File: config.mk
export PLATFORM = sky130hd
export DESIGN_NAME = file_alu_bit_ops_exec
export DESIGN_NICKNAME = d
export VERILOG_FILES = /design/src/verilog/exec_pkg.sv /design/src/verilog/alu_core.sv /design/src/verilog/file_alu_bit_ops_exec.sv
export SDC_FILE = /design/constraint.sdc
export NUM_CORES = 1
export LEC_CHECK = 0
export ABC_AREA = 1
export BUFFER_PORTS_ARGS = -buffer_cell sky130_fd_sc_hd__buf_4
export CORE_MARGIN = 1.5
export CORE_UTILIZATION = 46
export CTS_BUF_LIST = sky130_fd_sc_hd__clkbuf_16
export DETAILED_ROUTE_END_ITERATION = 16
export MAX_ROUTING_LAYER = met4
export PLACE_DENSITY = 0.76
export SLEW_MARGIN = 10
export SYNTH_ARGS = -nofsm -noshare
export SYNTH_HDL_FRONTEND = slang
export SYNTH_HIERARCHICAL = 1
export SYNTH_SLANG_ARGS = --single-unit
File: constraint.sdc
create_clock -name MCLK_I -period 2.42 [get_ports MCLK_I]
set_input_delay 0.242 -clock MCLK_I [delete_from_list [all_inputs] [get_ports MCLK_I]]
set_output_delay 0.242 -clock MCLK_I [all_outputs]
set_load 0.005 [all_outputs]
File: src/verilog/exec_pkg.sv
/*
 * Shared constants for the file-register execute block: opcode fields,
 * status bit positions, reset values and cycle counts.
 * Assumes a 14-bit instruction word and an 8-bit data path.
 */
package exec_pkg;
    localparam int INSN_W = 14;
    localparam int ADDR_W = 7;
    localparam int DATA_W = 8;
    // Opcode field positions and values.
    localparam int OP_HI = 13;
    localparam int BYTE_OP_LO = 8;
    localparam int BIT_OP_LO = 10;
    localparam logic [5:0] OP_SUM = 6'h07;
    localparam logic [5:0] OP_MASK = 6'h05;
    localparam logic [3:0] OP_BCLR = 4'h4;
    localparam logic [3:0] OP_BTST = 4'h6;
    localparam int DEST_POS = 7;
    localparam int BITSEL_LO = 7;
    localparam int BITSEL_HI = 9;
    // Status bit positions in the three-bit flag group.
    localparam int FLAG_CARRY = 0;
    localparam int FLAG_HALF = 1;
    localparam int FLAG_NULL = 2;
    localparam logic [DATA_W-1:0] ACC_RESET = 8'h00;
    localparam logic [2:0] FLAGS_RESET = 3'h0;
    localparam int SKIP_CYCLES = 2;
endpackage : exec_pkg

File: src/verilog/alu_core.sv
/*
 * Combinational arithmetic for the execute block: add, AND, bit clear and bit test.
 * Assumes the operand is already chosen between pins and storage.
 */
`timescale 1ns/1ps
module alu_core (
    input wire logic [7:0] acc_i,
    input wire logic [7:0] opnd_i,
    input wire logic [2:0] bitsel_i,
    output logic [7:0] sum_o,
    output logic carry_o,
    output logic half_o,
    output logic [7:0] and_o,
    output logic [7:0] clr_o,
    output logic tbit_o
);
    logic [8:0] full;
    logic [4:0] low;

    // Full and low-nibble sums, from two separate adders, give carry and half carry.
    always_comb begin
        full = {1'b0, acc_i} + {1'b0, opnd_i};
        low = {1'b0, acc_i[3:0]} + {1'b0, opnd_i[3:0]};
        sum_o = full[7:0];
        carry_o = full[8];
        half_o = low[4];
        and_o = acc_i & opnd_i;
        clr_o = opnd_i & ~(8'h01 << bitsel_i);
        tbit_o = opnd_i[bitsel_i];
    end
endmodule : alu_core

File: src/verilog/file_alu_bit_ops_exec.sv
/*
 * Execute stage for four file-register instructions: sum into target,
 * mask with operand, clear a bit, and test a bit with skip on zero.
 * Assumes the fetch unit presents one instruction per cycle with a valid
 * strobe, the file space answers reads combinationally, and port registers
 * are flagged by the address decoder so their pin levels can be read.
 */
`timescale 1ns/1ps
module file_alu_bit_ops_exec (
    input wire logic MCLK_I,
    input wire logic RESET_I,
    input wire logic INSN_VALID_I,
    input wire logic [13:0] INSN_I,
    input wire logic [7:0] FILE_RDATA_I,
    input wire logic [7:0] PIN_RDATA_I,
    input wire logic IS_PORT_I,
    output logic [6:0] FILE_ADDR_O,
    output logic [7:0] ACC_O,
    output logic CARRY_O,
    output logic HALF_OVERFLOW_BIT_O,
    output logic NULL_O,
    output logic FILE_WE_O,
    output logic [6:0] FILE_WADDR_O,
    output logic [7:0] FILE_WDATA_O,
    output logic DISCARD_O,
    output logic DONE_O
);
    typedef enum logic [1:0] {
        ST_RUN = 2'b01,
        ST_NOP = 2'b10
    } state_t;

    state_t state_q;
    state_t state_d;
    logic [7:0] acc_q;
    logic [2:0] flags_q;
    logic we_q;
    logic [6:0] waddr_q;
    logic [7:0] wdata_q;
    logic discard_q;
    logic done_q;
    logic [7:0] opnd;
    logic [7:0] sum;
    logic [7:0] andv;
    logic [7:0] clrv;
    logic carry;
    logic half;
    logic tbit;
    logic live;
    logic is_sum;
    logic is_mask;
    logic is_bclr;
    logic is_btst;
    logic dest;

    // Pin levels replace the latch for port registers so inputs driven low are written back as low.
    assign opnd = IS_PORT_I ? PIN_RDATA_I : FILE_RDATA_I;
    assign FILE_ADDR_O = INSN_I[6:0];

    // Decode; the word fetched behind a taken skip is squashed here.
    assign live = INSN_VALID_I && (state_q == ST_RUN);
    assign is_sum = live && (INSN_I[exec_pkg::OP_HI:exec_pkg::BYTE_OP_LO] == exec_pkg::OP_SUM);
    assign is_mask = live && (INSN_I[exec_pkg::OP_HI:exec_pkg::BYTE_OP_LO] == exec_pkg::OP_MASK);
    assign is_bclr = live && (INSN_I[exec_pkg::OP_HI:exec_pkg::BIT_OP_LO] == exec_pkg::OP_BCLR);
    assign is_btst = live && (INSN_I[exec_pkg::OP_HI:exec_pkg::BIT_OP_LO] == exec_pkg::OP_BTST);
    assign dest = INSN_I[exec_pkg::DEST_POS];

    alu_core u_alu (
        .acc_i(acc_q),
        .opnd_i(opnd),
        .bitsel_i(INSN_I[exec_pkg::BITSEL_HI:exec_pkg::BITSEL_LO]),
        .sum_o(sum),
        .carry_o(carry),
        .half_o(half),
        .and_o(andv),
        .clr_o(clrv),
        .tbit_o(tbit)
    );

    // Skip sequencer: a zero tested bit inserts one no-operation cycle.
    always_comb begin
        state_d = ST_RUN;
        unique case (state_q)
            ST_RUN: begin
                if (is_btst && !tbit) begin
                    state_d = ST_NOP;
                end
            end
            ST_NOP: begin
                state_d = ST_RUN;
            end
            default: begin
                state_d = ST_RUN;
            end
        endcase
    end

    always_ff @(posedge MCLK_I) begin
        if (RESET_I) begin
            state_q <= ST_RUN;
        end else begin
            state_q <= state_d;
        end
    end

    // Accumulator takes byte results when the destination bit is zero.
    always_ff @(posedge MCLK_I) begin
        if (RESET_I) begin
            acc_q <= exec_pkg::ACC_RESET;
        end else if (is_sum && !dest) begin
            acc_q <= sum;
        end else if (is_mask && !dest) begin
            acc_q <= andv;
        end
    end

    // Flags: the sum sets all three, the AND only null, bit operations none.
    always_ff @(posedge MCLK_I) begin
        if (RESET_I) begin
            flags_q <= exec_pkg::FLAGS_RESET;
        end else if (is_sum) begin
            flags_q[exec_pkg::FLAG_CARRY] <= carry;
            flags_q[exec_pkg::FLAG_HALF] <= half;
            flags_q[exec_pkg::FLAG_NULL] <= (sum == 8'h00);
        end else if (is_mask) begin
            flags_q[exec_pkg::FLAG_NULL] <= (andv == 8'h00);
        end
    end

    // File write port, registered so every result lands one edge after decode.
    always_ff @(posedge MCLK_I) begin
        if (RESET_I) begin
            we_q <= 1'b0;
            waddr_q <= 7'h00;
            wdata_q <= 8'h00;
        end else begin
            we_q <= ((is_sum || is_mask) && dest) || is_bclr;
            waddr_q <= INSN_I[6:0];
            wdata_q <= is_bclr ? clrv : (is_sum ? sum : andv);
        end
    end

    // Completion and discard strobes for the fetch unit.
    always_ff @(posedge MCLK_I) begin
        if (RESET_I) begin
            discard_q <= 1'b0;
            done_q <= 1'b0;
        end else begin
            discard_q <= is_btst && !tbit;
            done_q <= is_sum || is_mask || is_bclr || (is_btst && tbit) || (state_q == ST_NOP);
        end
    end

    assign ACC_O = acc_q;
    assign CARRY_O = flags_q[exec_pkg::FLAG_CARRY];
    assign HALF_OVERFLOW_BIT_O = flags_q[exec_pkg::FLAG_HALF];
    assign NULL_O = flags_q[exec_pkg::FLAG_NULL];
    assign FILE_WE_O = we_q;
    assign FILE_WADDR_O = waddr_q;
    assign FILE_WDATA_O = wdata_q;
    assign DISCARD_O = discard_q;
    assign DONE_O = done_q;
endmodule : file_alu_bit_ops_exec
---- Yosys cells after proc, flatten, opt, wreduce, memory -nomap -nowiden ----
Index checks and enable logic that the tools add are counted.
word-level totals
  output and inout port bits .............. 36
  logic and storage cells ................. 55
  bits in registers ....................... 31
operators by class
  reductions and logical operators ........ 22
  $add $sub $neg .......................... 2
  $lt $le $gt $ge ......................... 1
  mux-type cells .......................... 10
  equal/unequal tests ..................... 6
  bitwise logic cells ..................... 4
  shift operators ......................... 1
operator list
  operator             count
  $mux 8               5
  $and 8x8->8          2
  $logic_not 8->1      2
  $eq 6x3->1 const B   2
  $logic_and 1x1->1    10
  $add 8x8->9          1
  $eq 4x3->1 const B   2
  $not 8->8            1
  $shl 1x3->8 const A  1
  $add 4x4->5          1
  $logic_or 1x1->1     5
  $lt 3x4->1 const B   1
  $reduce_bool 2->1    2
  $bmux 1 s3           1
  $mux 1               3
  $eq 2x1->1 const B   1
  $eq 2x2->1 const B   1
  $logic_not 1->1      2
  $mux 2               1
  $reduce_or 2->1      1
  $not 1->1            1

---- Depth between registers and ports, before layout ----
Gate-level depths: netlist (run 1).
  depth after elaboration ................. 7
  mapped depth ............................ 17
  depth with buffers taken out ............ 16

---- Hierarchy ----
The synthesis (run 1) kept the hierarchy.
modules (own cells, without submodules)
  module                 times used  area an instance (µm²)  cells an instance
  file_alu_bit_ops_exec  1           1674.1                  246
  alu_core               1           508.0                   95

---- Worst setup path after synthesis (run 1) ----
No wires, ideal clock.
  path type ............................... input to register
  start point ............................. input IS_PORT_I
  end point ............................... register wdata_q[4], in the netlist FILE_WDATA_O[4]
  data required time ...................... 2.311 ns
  arrival time ............................ 2.294 ns
  buffers on the path ..................... 1
  setup slack ............................. 0.017 ns
  stages .................................. 14
  path through ............................ clkbuf_1 > mux2_2 > ha_1 > fa_1 > nand2_1 > nand2_1 > and2_2 > xor2_1 > inv_1 > nand4_1 > nand2_1 > nand2_1 > nand2_1 > inv_1
on the way
  longest elaborated chain between the ends .. 4
ends and longest elaborated chain
  what                  RTL line                      text
  from (decl)           file_alu_bit_ops_exec.sv:16   input wire logic IS_PORT_I,
  $mux 8                file_alu_bit_ops_exec.sv:57   assign opnd = IS_PORT_I ? PIN_RDATA_I : FILE_RDATA_I;
  net opnd[0]           file_alu_bit_ops_exec.sv:42   logic [7:0] opnd;
  $add 8x8->9           alu_core.sv:22                full = {1'b0, acc_i} + {1'b0, opnd_i};
  net sum[4]            file_alu_bit_ops_exec.sv:43   logic [7:0] sum;
  $mux 8 (2 in series)  file_alu_bit_ops_exec.sv:139  wdata_q <= is_bclr ? clrv : (is_sum ? sum : andv);
  to (signal assigned)  file_alu_bit_ops_exec.sv:139
  to (decl)             file_alu_bit_ops_exec.sv:39   logic [7:0] wdata_q;
The timed path passes the listed nets, and every way through them passes these cells.
A chain may end at the register's enable or synchronous reset.

---- Final worst setup path (run 1) ----
  start point ............................. input IS_PORT_I
  end point ............................... register flags_q[2]
on the way
  longest elaborated chain between the ends .. 5
ends and longest elaborated chain
  what                             RTL line                      text
  $mux 8                           file_alu_bit_ops_exec.sv:57
  net opnd[0]                      file_alu_bit_ops_exec.sv:42
  $and 8x8->8                      alu_core.sv:27                and_o = acc_i & opnd_i;
  net andv[0]                      file_alu_bit_ops_exec.sv:44   logic [7:0] andv;
  $logic_not 8->1                  file_alu_bit_ops_exec.sv:126  flags_q[exec_pkg::FLAG_NULL] <= (andv == 8'h00);
  $mux 1                           file_alu_bit_ops_exec.sv:125  end else if (is_mask) begin
  $mux 1                           file_alu_bit_ops_exec.sv:121  end else if (is_sum) begin
  to (signal, indexed assignment)  file_alu_bit_ops_exec.sv:122  flags_q[exec_pkg::FLAG_CARRY] <= carry;
  to (signal, indexed assignment)  file_alu_bit_ops_exec.sv:123  flags_q[exec_pkg::FLAG_HALF] <= half;
  to (signal, indexed assignment)  file_alu_bit_ops_exec.sv:126
  to (decl)                        file_alu_bit_ops_exec.sv:36   logic [2:0] flags_q;
The timed path passes the listed nets, and every way through them passes these cells. The select of a mux whose other input is x is not followed.

==> flow_summary.html, run 1 <==
<table>
<tr><th>Metric</th><th>Value</th></tr>
<tr><th colspan="2">Clocking</th></tr>
<tr><td>Clock Latency Late Sink</td><td>about 0.28 ns</td></tr>
<tr><td>Number of buffers inserted for hold repair after clock tree synthesis</td><td>0</td></tr>
<tr><td>Buffer levels on the longest clock path</td><td>2</td></tr>
<tr><td>Clock slew at the register clock pins of the worst setup and hold paths</td><td>about 0.050 ns</td></tr>
<tr><td>Maximum level of the CTS H-tree</td><td>2</td></tr>
<tr><td>Count of instances resized after the clock tree is built</td><td>0</td></tr>
<tr><td>Post-CTS Repair Setup Buffers</td><td>0</td></tr>
<tr><td>Number of sinks on the clock net</td><td>31</td></tr>
<tr><td>Clock tree from TritonCTS</td><td>yes</td></tr>
<tr><td>Number of buffers inserted during clock tree synthesis</td><td>5</td></tr>
<tr><td>Master cell of the clock root buffer</td><td>sky130_fd_sc_hd__clkbuf_16</td></tr>
<tr><th colspan="2">Synth</th></tr>
<tr><td>Number of synthesis warnings</td><td>6</td></tr>
<tr><td>Most area-hungry cell type in the Yosys netlist</td><td>sky130_fd_sc_hd__dfxtp_1</td></tr>
<tr><td>Cell Area, Synth</td><td>roughly 2200 sq um</td></tr>
<tr><td>Largest cells by area after synthesis</td><td>sky130_fd_sc_hd__dfxtp_1 (28%), sky130_fd_sc_hd__nand2_1 (16%), sky130_fd_sc_hd__inv_1 (13%)</td></tr>
<tr><td>Top cells by count, synth</td><td>sky130_fd_sc_hd__nand2_1 (93), sky130_fd_sc_hd__inv_1 (73), sky130_fd_sc_hd__dfxtp_1 (31)</td></tr>
<tr><td>#FFs+latches synth</td><td>31</td></tr>
<tr><td>Number of nets in the synthesized netlist</td><td>between 300 and 400</td></tr>
<tr><td>Dominant cell by count in the synthesized netlist</td><td>sky130_fd_sc_hd__nand2_1</td></tr>
<tr><td>Main synth FF type</td><td>sky130_fd_sc_hd__dfxtp_1</td></tr>
<tr><td>Mean area per synthesized cell</td><td>roughly 6.4 sq um</td></tr>
<tr><td>Post-Synthesis Cells</td><td>approximately 340</td></tr>
<tr><td>Share of flip-flops with an asynchronous set or reset after synthesis</td><td>0</td></tr>
<tr><td>Share of Yosys cell area claimed by the top area cell type</td><td>0.284</td></tr>
<tr><td>Post-synthesis sequential area ratio</td><td>0.284</td></tr>
<tr><td>Number of flops mapped to enable cells by yosys</td><td>0</td></tr>
<tr><td>Library cells used by synthesis</td><td>31</td></tr>
<tr><th colspan="2">Timing</th></tr>
<tr><td>Slew of the pin with the lowest slew margin</td><td>just over 0.6 ns</td></tr>
<tr><td>Max-slew headroom</td><td>0.586</td></tr>
<tr><td>RSZ-0062 raised after global routing</td><td>no</td></tr>
<tr><td>Setup Skew</td><td>~0.0066 ns</td></tr>
<tr><td>Tcrit/Tclk final</td><td>0.861</td></tr>
<tr><td>Setup TNS</td><td>0 ns</td></tr>
<tr><td>Worst hold margin</td><td>between 0.15 and 0.2 ns</td></tr>
<tr><td>Final Hold Violating Endpoints</td><td>0</td></tr>
<tr><td>Setup-failing EPs final</td><td>0</td></tr>
<tr><td>Time the final worst path needs with I/O delays and setup</td><td>roughly 2.1 ns</td></tr>
<tr><td>Maximum achievable frequency</td><td>slightly below 0.5 GHz</td></tr>
<tr><td>Total count of max-transition violations in the final report</td><td>0</td></tr>
<tr><th colspan="2">Global routing</th></tr>
<tr><td>Global route overflow</td><td>0</td></tr>
<tr><td>First-pass GRT wire length</td><td>around 9100 microns</td></tr>
<tr><td>Maximum number of pins on one net before global-route repair</td><td>21</td></tr>
<tr><td>Number of antenna violations at the first check in global routing</td><td>0</td></tr>
<tr><td>Via count of the first global-routing pass</td><td>between 2,000 and 2,500</td></tr>
<tr><td>Total global routing track utilization</td><td>0.232</td></tr>
<tr><th colspan="2">Drt</th></tr>
<tr><td>Routed wire length</td><td>approximately 5600 microns</td></tr>
<tr><td>Antenna-violating nets left</td><td>0</td></tr>
<tr><td>Initial DRT Pass Iterations</td><td>4</td></tr>
<tr><td>Routed via count</td><td>around 2,200</td></tr>
<tr><td>Routed wire per std cell</td><td>approximately 12 microns</td></tr>
<tr><td>Residual DRC</td><td>0</td></tr>
<tr><td>Initial DRC count</td><td>between 150 and 200</td></tr>
<tr><td>Average vias per placed instance</td><td>4.84</td></tr>
<tr><th colspan="2">Cells and area</th></tr>
<tr><td>Post-route core utilization</td><td>0.635</td></tr>
<tr><td>Total inserted antenna cells</td><td>0</td></tr>
<tr><td>Area growth from synthesis to layout</td><td>29.4%</td></tr>
<tr><td>Layout net count</td><td>446</td></tr>
<tr><td>Proportion of layout cells with a drive suffix above 1</td><td>0.250</td></tr>
<tr><th colspan="2">Power</th></tr>
<tr><td>Clock power share</td><td>0.483</td></tr>
<tr><td>Total power per unit cell area</td><td>516 nW/um^2</td></tr>
<tr><td>Flop pwr share</td><td>0.361</td></tr>
<tr><td>Post-layout total power</td><td>~1.5 mW</td></tr>
<tr><td>Combinational Power Share</td><td>0.156</td></tr>
<tr><td>Sw Pwr</td><td>roughly 350 uW</td></tr>
<tr><td>Switch share</td><td>0.240</td></tr>
<tr><td>Static leakage power</td><td>1.71 nW</td></tr>
<tr><td>Maximum ir drop on the vdd rail</td><td>0.282 mV</td></tr>
<tr><td>Int Power</td><td>around 1.1 mW</td></tr>
<tr><th colspan="2">Setup path</th></tr>
<tr><td>Maximum net fanout on the critical path</td><td>4</td></tr>
<tr><td>Element type at the critical path start</td><td>input port</td></tr>
<tr><td>R2r worst-path depth</td><td>15</td></tr>
<tr><td>Type of element capturing the critical path</td><td>flip-flop</td></tr>
<tr><td>Critical path class</td><td>in -&gt; reg</td></tr>
<tr><td>Critical path required time</td><td>about 2.6 ns</td></tr>
<tr><td>WP data arrival</td><td>2.30 ns</td></tr>
<tr><th colspan="2">Die</th></tr>
<tr><td>Number of core rows</td><td>24</td></tr>
<tr><td>Core box area</td><td>4440 sq um</td></tr>
<tr><td>Area enclosed by the die boundary</td><td>slightly above 5000 sq um</td></tr>
<tr><td>Y dimension of the die</td><td>between 70 and 80 microns</td></tr>
<tr><td>Number of I/O pins</td><td>70</td></tr>
<tr><td>Effective utilization at floorplan</td><td>0.491</td></tr>
<tr><td>Die width</td><td>slightly above 70 microns</td></tr>
<tr><th colspan="2">Placement</th></tr>
<tr><td>Port Buffers</td><td>just under 70</td></tr>
<tr><td>HPWL after detailed placement</td><td>4420 microns</td></tr>
<tr><td>Placer Congestion</td><td>0.944</td></tr>
<tr><th colspan="2">Worst hold path</th></tr>
<tr><td>Number of stages on the worst hold path</td><td>3</td></tr>
<tr><td>Hold Path Class</td><td>in -&gt; reg</td></tr>
<tr><th colspan="2">Flow run</th></tr>
<tr><td>Reported max-cap violation count</td><td>0</td></tr>
<tr><th colspan="2">Status</th></tr>
<tr><td>Run status</td><td>complete, no violations</td></tr>
</table>
## layout make-up
type                       count  area (sq um)
inverter                      76           285
sequential                    31           621
clock inverter                 3          38.8
fill                         433          1620
tap                           52          65.1
timing repair buffer          70           526
clock buffer                   5           125
multi-input combinational    219          1160
## stage by stage
stage | cells | instance area [sq um] | setup slack, ns
after global routing | 456 | 2820 | 0.119
after CTS | 456 | 2820 | 0.333
after global placement | 448 | 2660 | 0.0937
after floorplan | 341 | 2180 | 0.0170
after detailed placement | 448 | 2660 | 0.0696
final | 456 | 2820 | 0.337
## worst paths after layout
path	start	to	slack, ns
setup / recovery	IS_PORT_I	flags_q[2]	0.34
hold / removal	INSN_I[6]	FILE_WADDR_O[6]	0.18
hold reg to reg	flags_q[1]	flags_q[1]	0.49
setup reg to reg	ACC_O[0]	flags_q[2]	0.40
## cell families after synthesis
family | count (synthesis) | synth area share
AND/OR/NAND/NOR | 171 | 0.357
flip-flops | 31 | 0.284
multiplexers | 8 | 0.0413
AO/OA/AOI/OAI | 28 | 0.0677
adder cells (fa/ha/maj) | 9 | 0.0550
buffers and inverters | 91 | 0.183
XOR/XNOR | 3 | 0.0120
## state kept, by name, summed over array words and instances (netlist names)
register	cells
FILE_WADDR_O	7
DISCARD_O	1
FILE_WDATA_O	8
flags_q	3
ACC_O	8
FILE_WE_O	1
DONE_O	1
state_q	2
## worst max-delay path, cell delays in order
cell and delay, ns:
sky130_fd_sc_hd__buf_4 0.10, sky130_fd_sc_hd__mux2_2 0.35, sky130_fd_sc_hd__ha_1 0.24, sky130_fd_sc_hd__fa_1 0.41, sky130_fd_sc_hd__nand2_1 0.08, sky130_fd_sc_hd__nand2_1 0.06, sky130_fd_sc_hd__nand3b_1 0.10, sky130_fd_sc_hd__nand2_1 0.07
sky130_fd_sc_hd__nand2_1 0.07, sky130_fd_sc_hd__nand2_1 0.06, sky130_fd_sc_hd__nor2_1 0.10, sky130_fd_sc_hd__nand3_1 0.08, sky130_fd_sc_hd__nor2_1 0.09, sky130_fd_sc_hd__nand2_1 0.07, sky130_fd_sc_hd__nand3_1 0.07, sky130_fd_sc_hd__nand2_1 0.05
sky130_fd_sc_hd__inv_1 0.04
## routing by layer
layer,part of all wire,vias to the layer above,global-route usage
met3,0.064,9,0.0380
met2,0.48,72,0.373
met1,0.44,972,0.296
met5,0,-,-
li1,-,1154,-
met4,0.017,0,0.0797
## cells in the final DEF (no fill, tap or decap), types with 2 or more instances in the layout
cell type,netlist,layout
sky130_fd_sc_hd__a21boi_0,2,2
sky130_fd_sc_hd__dfxtp_1,31,31
sky130_fd_sc_hd__nand3_1,24,24
sky130_fd_sc_hd__nand3b_1,2,2
sky130_fd_sc_hd__ha_1,8,8
sky130_fd_sc_hd__nor2_4,3,3
sky130_fd_sc_hd__nor2_1,29,29
sky130_fd_sc_hd__inv_1,73,73
sky130_fd_sc_hd__nand4_1,8,8
sky130_fd_sc_hd__inv_2,3,3
sky130_fd_sc_hd__nand2_2,4,4
sky130_fd_sc_hd__xor2_1,3,3
sky130_fd_sc_hd__mux2_2,8,8
sky130_fd_sc_hd__a21oi_1,10,10
sky130_fd_sc_hd__o21ai_0,15,15
sky130_fd_sc_hd__nand2_1,93,93
sky130_fd_sc_hd__buf_4,8,70
sky130_fd_sc_hd__clkbuf_16,0,5
## power by group through the flow
stage	clock (mW)	combinational, mW	sequential, mW
after floorplan	0	0.132	0.537
after global placement	0	0.224	0.536
after detailed placement	0	0.225	0.536
after CTS	0.720	0.227	0.525
after global routing	0.741	0.254	0.526
final	0.704	0.227	0.525
Note: power is estimated with default switching activity, not from simulation.
==> inputs of run 2 (changes only) <==
Settings changed: ABC_AREA 1 to unset, CORE_UTILIZATION 46 to 45.
==> flow_summary.html, run 2 <==
<table>
<tr><th>Metric</th><th>Value</th></tr>
<tr><th colspan="2">Synth</th></tr>
<tr><td>Largest cells by area after synthesis</td><td>sky130_fd_sc_hd__dfxtp_1 (31%), sky130_fd_sc_hd__mux2_2 (5.1%), sky130_fd_sc_hd__ha_1 (5.0%)</td></tr>
<tr><td>Number of flops mapped to enable cells by yosys</td><td>0 (unchanged)</td></tr>
<tr><td>Share of flip-flops with an asynchronous set or reset after synthesis</td><td>0 (unchanged)</td></tr>
<tr><td>Dominant cell by count in the synthesized netlist</td><td>sky130_fd_sc_hd__dfxtp_1</td></tr>
<tr><td>Top cells by count, synth</td><td>sky130_fd_sc_hd__dfxtp_1 (31), sky130_fd_sc_hd__clkbuf_1 (13), sky130_fd_sc_hd__nor4_1 (13)</td></tr>
<tr><td>Cell Area, Synth</td><td>2000 sq um (-8.1%)</td></tr>
<tr><td>Number of nets in the synthesized netlist</td><td>262 (-32%)</td></tr>
<tr><td>Most area-hungry cell type in the Yosys netlist</td><td>sky130_fd_sc_hd__dfxtp_1</td></tr>
<tr><td>Mean area per synthesized cell</td><td>9.15 sq um (+43%)</td></tr>
<tr><td>#FFs+latches synth</td><td>31 (unchanged)</td></tr>
<tr><td>Library cells used by synthesis</td><td>46 (+48%)</td></tr>
<tr><td>Share of Yosys cell area claimed by the top area cell type</td><td>0.310 (+0.0252)</td></tr>
<tr><td>Post-synthesis sequential area ratio</td><td>0.310 (+0.0252)</td></tr>
<tr><td>Number of synthesis warnings</td><td>6 (unchanged)</td></tr>
<tr><td>Post-Synthesis Cells</td><td>219 (-36%)</td></tr>
<tr><td>Main synth FF type</td><td>sky130_fd_sc_hd__dfxtp_1</td></tr>
<tr><th colspan="2">Setup path</th></tr>
<tr><td>Critical path class</td><td>in -&gt; reg</td></tr>
<tr><td>Worst flop-to-flop path startpoint</td><td>ACC_O[0]</td></tr>
<tr><td>Series of cell instances along the critical path</td><td>buf_4 &gt; mux2_2 &gt; ha_1 &gt; a21o_1 &gt; a21oi_1 &gt; o21a_1 &gt; xnor2_1 &gt; nor3_1 &gt; nand4b_1 &gt; a311oi_1</td></tr>
<tr><td>Critical path required time</td><td>2.61 ns (-0.03 ns)</td></tr>
<tr><td>WP data arrival</td><td>2.46 ns (+0.16 ns)</td></tr>
<tr><td>Element type at the critical path start</td><td>input port</td></tr>
<tr><td>Source of the critical timing path</td><td>IS_PORT_I</td></tr>
<tr><td>Slowest Stage Delay on Critical Path</td><td>0.36 ns (-0.05 ns)</td></tr>
<tr><td>Maximum net fanout on the critical path</td><td>8 (+4)</td></tr>
<tr><td>Crit-path slowest cell</td><td>sky130_fd_sc_hd__mux2_2</td></tr>
<tr><td>Type of element capturing the critical path</td><td>flip-flop</td></tr>
<tr><th colspan="2">Flow run</th></tr>
<tr><td>Reported max-cap violation count</td><td>0 (unchanged)</td></tr>
<tr><th colspan="2">Cells and area</th></tr>
<tr><td>Total inserted antenna cells</td><td>0 (unchanged)</td></tr>
<tr><td>Proportion of layout cells with a drive suffix above 1</td><td>0.380 (+0.130)</td></tr>
<tr><td>Most common cell after layout, fill and taps aside</td><td>sky130_fd_sc_hd__buf_4</td></tr>
<tr><td>Area growth from synthesis to layout</td><td>37.1%</td></tr>
<tr><td>Post-route core utilization</td><td>0.636 (about the same)</td></tr>
<tr><td>Design area</td><td>2750 sq um (-2.6%)</td></tr>
<tr><td>Commonest non-fill, non-tap cells in the layout</td><td>sky130_fd_sc_hd__buf_4 (84), sky130_fd_sc_hd__dfxtp_1 (31), sky130_fd_sc_hd__nor4_1 (13)</td></tr>
<tr><td>Final non-filler cell total</td><td>339 (-26%)</td></tr>
<tr><td>Layout net count</td><td>329 (-26%)</td></tr>
<tr><th colspan="2">Global routing</th></tr>
<tr><td>Number of antenna violations at the first check in global routing</td><td>0 (unchanged)</td></tr>
<tr><td>Global route overflow</td><td>0 (unchanged)</td></tr>
<tr><td>Met1 track demand over resource in global routing</td><td>0.353 (+0.0576)</td></tr>
<tr><td>Met3 Usage GRT</td><td>0.0523 (+0.0144)</td></tr>
<tr><td>First-pass GRT wire length</td><td>9450 microns (+3.9%)</td></tr>
<tr><td>Via count of the first global-routing pass</td><td>1,759 (-13%)</td></tr>
<tr><td>Total global routing track utilization</td><td>0.255 (+0.0225)</td></tr>
<tr><td>Routing layer with the top usage in global route</td><td>met2</td></tr>
<tr><td>Maximum number of pins on one net before global-route repair</td><td>31 (+48%)</td></tr>
<tr><td>Met2 Use GR</td><td>0.366 (-0.00700)</td></tr>
<tr><th colspan="2">Power</th></tr>
<tr><td>Maximum ir drop on the vdd rail</td><td>0.474 mV (+68%)</td></tr>
<tr><td>Post-layout total power</td><td>1.48 mW (+1.7%)</td></tr>
<tr><td>Total power per unit cell area</td><td>539 nW/um^2 (+4.4%)</td></tr>
<tr><td>Static leakage power</td><td>1.14 nW (-33%)</td></tr>
<tr><th colspan="2">Timing</th></tr>
<tr><td>RSZ-0062 raised after global routing</td><td>no</td></tr>
<tr><td>Final Hold Violating Endpoints</td><td>0 (unchanged)</td></tr>
<tr><td>Time the final worst path needs with I/O delays and setup</td><td>2.27 ns (+0.186 ns)</td></tr>
<tr><td>Maximum achievable frequency</td><td>0.441 GHz (-8.2%)</td></tr>
<tr><td>Total count of max-transition violations in the final report</td><td>0 (unchanged)</td></tr>
<tr><td>Slew of the pin with the lowest slew margin</td><td>0.583 ns (-0.0376 ns)</td></tr>
<tr><td>Tcrit/Tclk final</td><td>0.938 (+0.0769)</td></tr>
<tr><td>Max-slew headroom</td><td>0.611 (+0.0255)</td></tr>
<tr><td>Setup-failing EPs final</td><td>0 (unchanged)</td></tr>
<tr><td>Setup Skew</td><td>0.00320 ns (-0.00336 ns)</td></tr>
<tr><th colspan="2">Placement</th></tr>
<tr><td>Placer Congestion</td><td>0.989 (+4.7%)</td></tr>
<tr><td>Port Buffers</td><td>69 (unchanged)</td></tr>
<tr><td>DP Cell Count</td><td>331 (-26%)</td></tr>
<tr><td>HPWL after detailed placement</td><td>4400 microns (-0.28%)</td></tr>
<tr><td>Area after detailed placement</td><td>2580 sq um (-2.8%)</td></tr>
<tr><th colspan="2">Drt</th></tr>
<tr><td>Initial DRT Pass Iterations</td><td>4 (unchanged)</td></tr>
<tr><td>Initial DRC count</td><td>270 (+73%)</td></tr>
<tr><td>Routed wire length</td><td>5950 microns (+6.8%)</td></tr>
<tr><td>Routed wire per std cell</td><td>17.6 microns (+44%)</td></tr>
<tr><td>Residual DRC</td><td>0 (unchanged)</td></tr>
<tr><td>Average vias per placed instance</td><td>6.08 (+26%)</td></tr>
<tr><td>Antenna-violating nets left</td><td>0 (unchanged)</td></tr>
<tr><td>Routed via count</td><td>2,061 (-6.6%)</td></tr>
<tr><th colspan="2">Clocking</th></tr>
<tr><td>Master cell of the clock root buffer</td><td>sky130_fd_sc_hd__clkbuf_16</td></tr>
<tr><td>Number of buffers inserted during clock tree synthesis</td><td>5 (unchanged)</td></tr>
<tr><td>Number of sinks on the clock net</td><td>31 (unchanged)</td></tr>
<tr><td>Clock slew at the register clock pins of the worst setup and hold paths</td><td>0.05 ns (about the same)</td></tr>
<tr><td>Number of buffers inserted for hold repair after clock tree synthesis</td><td>0 (unchanged)</td></tr>
<tr><td>Post-CTS Repair Setup Buffers</td><td>0 (unchanged)</td></tr>
<tr><td>Count of instances resized after the clock tree is built</td><td>0 (unchanged)</td></tr>
<tr><td>Maximum level of the CTS H-tree</td><td>2 (unchanged)</td></tr>
<tr><td>Buffer levels on the longest clock path</td><td>2 (unchanged)</td></tr>
<tr><td>Clock tree from TritonCTS</td><td>yes</td></tr>
<tr><td>Clock Latency Late Sink</td><td>0.28 ns (about the same)</td></tr>
<tr><th colspan="2">Die</th></tr>
<tr><td>Die width</td><td>69.7 microns (-3.0%)</td></tr>
<tr><td>Number of core rows</td><td>24 (unchanged)</td></tr>
<tr><td>Effective utilization at floorplan</td><td>0.464 (-0.0274)</td></tr>
<tr><td>Number of I/O pins</td><td>70 (unchanged)</td></tr>
<tr><td>Area enclosed by the die boundary</td><td>4860 sq um (-5.9%)</td></tr>
<tr><td>Y dimension of the die</td><td>69.7 microns (-3.0%)</td></tr>
<tr><td>Core box area</td><td>4320 sq um (-2.7%)</td></tr>
<tr><th colspan="2">Status</th></tr>
<tr><td>Run status</td><td>complete, no violations</td></tr>
<tr><th colspan="2">Worst hold path</th></tr>
<tr><td>Hold Path Class</td><td>in -&gt; reg</td></tr>
<tr><td>Worst hold start</td><td>INSN_I[3]</td></tr>
</table>
[run 2: logic make-up after synthesis]
family | share of synthesized area
mux | 0.102
xor+xnor | 0.0175
compound gates | 0.233
simple gates | 0.197
flops | 0.310
fa+ha+maj | 0.0599
buf+inv | 0.0811
[run 2: per-stage QoR]
stage / hold slack (ns) / TNS, ns / setup slack [ns]
2_1_floorplan: 0.370 / 0 / 0.0159
3_3_place_gp: 0.462 / 0 / 0.00124
3_5_place_dp: 0.467 / -0.161 / -0.118
4_1_cts: 0.182 / 0 / 0.146
5_1_grt: 0.188 / 0 / 0.000894
6_report: 0.180 / 0 / 0.151
[run 2: worst paths after layout]
| kind | cells after the start | endpoint | slack [ns] |
|---|---|---|---|
| max | 10 | flags_q[2] | 0.15 |
| min reg2reg | 2 | flags_q[1] | 0.48 |
| max reg2reg | 9 | flags_q[2] | 0.24 |
| min | 2 | FILE_WADDR_O[3] | 0.18 |
[run 2: routing by layer]
| metal | wire (microns) | vias up |
|---|---|---|
| met4 | 127 | 0 |
| met5 | 0 | - |
| li1 | - | 989 |
| met3 | 524 | 14 |
| met1 | 2520 | 950 |
| met2 | 2780 | 108 |
[run 2: critical path: cells and delay by family]
kind,cells,cell delay (ns)
AOI/OAI and AO/OA,4,0.91
muxes,1,0.36
adders and majority gates,1,0.35
and+or+nand+nor,2,0.33
buffers and inverters,1,0.14
xor gates and xnor gates,1,0.12
[run 2: power by group]
group          total (mW)  switching [mW]  internal [mW]  leakage, nW
Combinational       0.260           0.130          0.130        0.806
Clock               0.695           0.217          0.479       0.0812
Sequential          0.525         0.00370          0.522        0.252
Total                1.48           0.350           1.13         1.14
[run 2: layout make-up]
type	count	area [sq um]
Fill cell	385	1580
Multi-Input combinational cell	153	1230
Timing Repair Buffer	84	631
Sequential cell	31	621
Clock buffer	5	125
Tap cell	52	65.1
Inverter	11	41.3
Clock inverter	3	38.8
==> inputs of run 3 (changes only) <==
Settings changed: CORE_UTILIZATION 45 to 50, PLACE_DENSITY 0.76 to 0.8.
Clock period 2.42 ns to 2.52 ns, I/O delays scaled along.
==> flow_summary.html, run 3 (synthesized netlist as in run 2, its figures left out) <==
<table>
<tr><th>Metric</th><th>Value</th></tr>
<tr><th colspan="2">Status</th></tr>
<tr><td>Run status</td><td>complete, no violations</td></tr>
<tr><th colspan="2">Drt</th></tr>
<tr><td>Antenna-violating nets left</td><td>0 (unchanged)</td></tr>
<tr><td>Routed wire length</td><td>6120 microns (+2.8%)</td></tr>
<tr><td>Routed wire per std cell</td><td>18.5 microns (+5.6%)</td></tr>
<tr><td>Routed via count</td><td>2,097 (+1.7%)</td></tr>
<tr><td>Sum of routed wire segments on met1</td><td>2480 microns (-1.6%)</td></tr>
<tr><td>Residual DRC</td><td>0 (unchanged)</td></tr>
<tr><td>Max layer used</td><td>met4</td></tr>
<tr><td>Average vias per placed instance</td><td>6.35 (+4.5%)</td></tr>
<tr><td>Initial DRT Pass Iterations</td><td>5 (+1)</td></tr>
<tr><td>Total met3 wirelength after detailed routing</td><td>553 microns (+5.5%)</td></tr>
<tr><td>Initial DRC count</td><td>200 (-26%)</td></tr>
<tr><td>WL met2</td><td>2890 microns (+4.0%)</td></tr>
<tr><th colspan="2">Die</th></tr>
<tr><td>Y dimension of the die</td><td>66.3 microns (-4.9%)</td></tr>
<tr><td>Core box area</td><td>3740 sq um (-13%)</td></tr>
<tr><td>Number of I/O pins</td><td>70 (unchanged)</td></tr>
<tr><td>Number of core rows</td><td>22 (-8.3%)</td></tr>
<tr><td>Die width</td><td>66.3 microns (-4.9%)</td></tr>
<tr><td>Effective utilization at floorplan</td><td>0.535 (+0.0719)</td></tr>
<tr><td>Area enclosed by the die boundary</td><td>4400 sq um (-9.6%)</td></tr>
<tr><th colspan="2">Setup path</th></tr>
<tr><td>Maximum net fanout on the critical path</td><td>8 (unchanged)</td></tr>
<tr><td>Critical path depth in cells</td><td>10 (unchanged)</td></tr>
<tr><td>CP bufs+invs</td><td>1 (unchanged)</td></tr>
<tr><td>WP data arrival</td><td>2.57 ns (+0.11 ns)</td></tr>
<tr><td>Slowest Stage Delay on Critical Path</td><td>0.40 ns (+0.04 ns)</td></tr>
<tr><td>Series of cell instances along the critical path</td><td>buf_4 &gt; mux2_2 &gt; ha_1 &gt; nand3_1 &gt; a21oi_1 &gt; nor4_1 &gt; a311o_1 &gt; nor4_2 &gt; nand4b_1 &gt; a311oi_1</td></tr>
<tr><td>Family with the most delay on the worst path</td><td>compound AO/OA/AOI/OAI gates</td></tr>
<tr><td>Critical path class</td><td>in -&gt; reg</td></tr>
<tr><td>Critical path required time</td><td>2.71 ns (+0.10 ns)</td></tr>
<tr><td>Element type at the critical path start</td><td>input port</td></tr>
<tr><td>Crit-path slowest cell</td><td>sky130_fd_sc_hd__a311o_1</td></tr>
<tr><td>Type of element capturing the critical path</td><td>flip-flop</td></tr>
<tr><td>R2r worst-path depth</td><td>8 (-1)</td></tr>
<tr><th colspan="2">Power</th></tr>
<tr><td>Switch share</td><td>0.261 (+0.0242)</td></tr>
<tr><td>Int Power</td><td>977 uW (-14%)</td></tr>
<tr><td>Post-layout total power</td><td>1.32 mW (-11%)</td></tr>
<tr><td>Total power per unit cell area</td><td>492 nW/um^2 (-8.6%)</td></tr>
<tr><td>Maximum ir drop on the vdd rail</td><td>0.317 mV (-33%)</td></tr>
<tr><td>Static leakage power</td><td>1.10 nW (-3.1%)</td></tr>
<tr><td>Sw Pwr</td><td>344 uW (-1.6%)</td></tr>
<tr><td>Flop pwr share</td><td>0.382 (+0.027)</td></tr>
<tr><td>Clock power share</td><td>0.434 (-0.036)</td></tr>
<tr><td>Combinational Power Share</td><td>0.184 (+0.008)</td></tr>
<tr><th colspan="2">Global routing</th></tr>
<tr><td>Total global routing track utilization</td><td>0.290 (+0.0351)</td></tr>
<tr><td>Global route overflow</td><td>0 (unchanged)</td></tr>
<tr><td>Maximum number of pins on one net before global-route repair</td><td>31 (unchanged)</td></tr>
<tr><td>Via count of the first global-routing pass</td><td>1,964 (+12%)</td></tr>
<tr><td>First-pass GRT wire length</td><td>9330 microns (-1.3%)</td></tr>
<tr><td>Number of antenna violations at the first check in global routing</td><td>0 (unchanged)</td></tr>
<tr><th colspan="2">Clocking</th></tr>
<tr><td>Clock Latency Late Sink</td><td>0.28 ns (about the same)</td></tr>
<tr><td>Number of sinks on the clock net</td><td>31 (unchanged)</td></tr>
<tr><td>Number of buffers inserted for hold repair after clock tree synthesis</td><td>0 (unchanged)</td></tr>
<tr><td>Maximum level of the CTS H-tree</td><td>2 (unchanged)</td></tr>
<tr><td>Clock tree from TritonCTS</td><td>yes</td></tr>
<tr><td>Buffer levels on the longest clock path</td><td>2 (unchanged)</td></tr>
<tr><td>Post-CTS Repair Setup Buffers</td><td>0 (unchanged)</td></tr>
<tr><td>Count of instances resized after the clock tree is built</td><td>0 (unchanged)</td></tr>
<tr><td>Master cell of the clock root buffer</td><td>sky130_fd_sc_hd__clkbuf_16</td></tr>
<tr><td>Number of buffers inserted during clock tree synthesis</td><td>5 (unchanged)</td></tr>
<tr><td>Clock slew at the register clock pins of the worst setup and hold paths</td><td>0.06 ns (about the same)</td></tr>
<tr><th colspan="2">Timing</th></tr>
<tr><td>Tcrit/Tclk final</td><td>0.943</td></tr>
<tr><td>Slew of the pin with the lowest slew margin</td><td>0.608 ns (+0.0251 ns)</td></tr>
<tr><td>RSZ-0062 raised after global routing</td><td>no</td></tr>
<tr><td>Max-slew headroom</td><td>0.592 (-0.0189)</td></tr>
<tr><td>Final Hold Violating Endpoints</td><td>0 (unchanged)</td></tr>
<tr><td>Maximum achievable frequency</td><td>0.421 GHz</td></tr>
<tr><td>Time the final worst path needs with I/O delays and setup</td><td>about 2.4 ns</td></tr>
<tr><td>Setup Skew</td><td>0.00790 ns (+0.00471 ns)</td></tr>
<tr><td>Total count of max-transition violations in the final report</td><td>0 (unchanged)</td></tr>
<tr><td>Setup-failing EPs final</td><td>0 (unchanged)</td></tr>
<tr><td>Worst hold margin</td><td>0.202 ns (+0.0222 ns)</td></tr>
<tr><th colspan="2">Worst hold path</th></tr>
<tr><td>Number of stages on the worst hold path</td><td>2 (unchanged)</td></tr>
<tr><td>Hold Path Class</td><td>in -&gt; reg</td></tr>
<tr><th colspan="2">Placement</th></tr>
<tr><td>Placer Congestion</td><td>0.924 (-6.5%)</td></tr>
<tr><td>HPWL after detailed placement</td><td>4490 microns (+2.1%)</td></tr>
<tr><td>Port Buffers</td><td>69 (unchanged)</td></tr>
<tr><th colspan="2">Cells and area</th></tr>
<tr><td>Fillers</td><td>297 (-23%)</td></tr>
<tr><td>Proportion of layout cells with a drive suffix above 1</td><td>0.365 (-0.0145)</td></tr>
<tr><td>Post-route core utilization</td><td>0.717 (+0.0812)</td></tr>
<tr><td>Most common cell after layout, fill and taps aside</td><td>sky130_fd_sc_hd__buf_4</td></tr>
<tr><td>Commonest non-fill, non-tap cells in the layout</td><td>sky130_fd_sc_hd__buf_4 (79), sky130_fd_sc_hd__dfxtp_1 (31), sky130_fd_sc_hd__nor4_1 (12)</td></tr>
<tr><td>Total inserted antenna cells</td><td>0 (unchanged)</td></tr>
<tr><td>Layout net count</td><td>324 (-1.5%)</td></tr>
<tr><td>Area growth from synthesis to layout</td><td>33.9%</td></tr>
<tr><th colspan="2">Flow run</th></tr>
<tr><td>Reported max-cap violation count</td><td>0 (unchanged)</td></tr>
</table>
## run 3: final cells by class
type                       instances  area, sq um  share of cell area
clock inverter                     3         16.3             0.00606
clock buffer                       5          125              0.0466
sequential                        31          621               0.231
inverter                          11         41.3              0.0154
tap                               48         60.1              0.0224
timing repair buffer              79          593               0.221
multi-input combinational        153         1230               0.457
## run 3: power groups by stage
stage / Combinational [mW] / Clock, mW / Sequential [mW]
2_1_floorplan: 0.140 / 0 / 0.515
3_3_place_gp: 0.231 / 0 / 0.514
3_5_place_dp: 0.236 / 0 / 0.514
4_1_cts: 0.237 / 0.581 / 0.504
5_1_grt: 0.259 / 0.604 / 0.505
6_report: 0.243 / 0.573 / 0.504
## run 3: worst paths after layout
kind | from | to | slack [ns]
worst max register to register | ACC_O[1] | flags_q[2] | 0.28
worst min register to register | flags_q[0] | flags_q[0] | 0.49
worst max-delay path | IS_PORT_I | flags_q[2] | 0.14
worst min-delay path | INSN_I[6] | FILE_WADDR_O[6] | 0.20
## run 3: per-layer routing
metal  vias up  GRT usage
met1       961      0.355
met4         0      0.107
li1        982          -
met2       130      0.470
met5         -          -
met3        24     0.0596
## run 3: worst register-to-register path, stage by stage (launching register included)
cell	delay [ns]
sky130_fd_sc_hd__dfxtp_1	0.43
sky130_fd_sc_hd__ha_1	0.30
sky130_fd_sc_hd__a21oi_1	0.13
sky130_fd_sc_hd__a21oi_1	0.22
sky130_fd_sc_hd__nor4_1	0.07
sky130_fd_sc_hd__a311o_1	0.40
sky130_fd_sc_hd__nor4_2	0.22
sky130_fd_sc_hd__nand4b_1	0.13
sky130_fd_sc_hd__a311oi_1	0.26
## run 3: metrics by stage
stage / TNS (ns) / setup slack (ns) / std cells / cell area (sq um)
floorplan: 0 / 0.0538 / 219 / 2010
global placement: -0.0649 / -0.0649 / 322 / 2540
detailed placement: -0.200 / -0.194 / 322 / 2540
CTS: 0 / 0.104 / 330 / 2680
global route: 0 / 0.0519 / 330 / 2680
finish: 0 / 0.144 / 330 / 2680
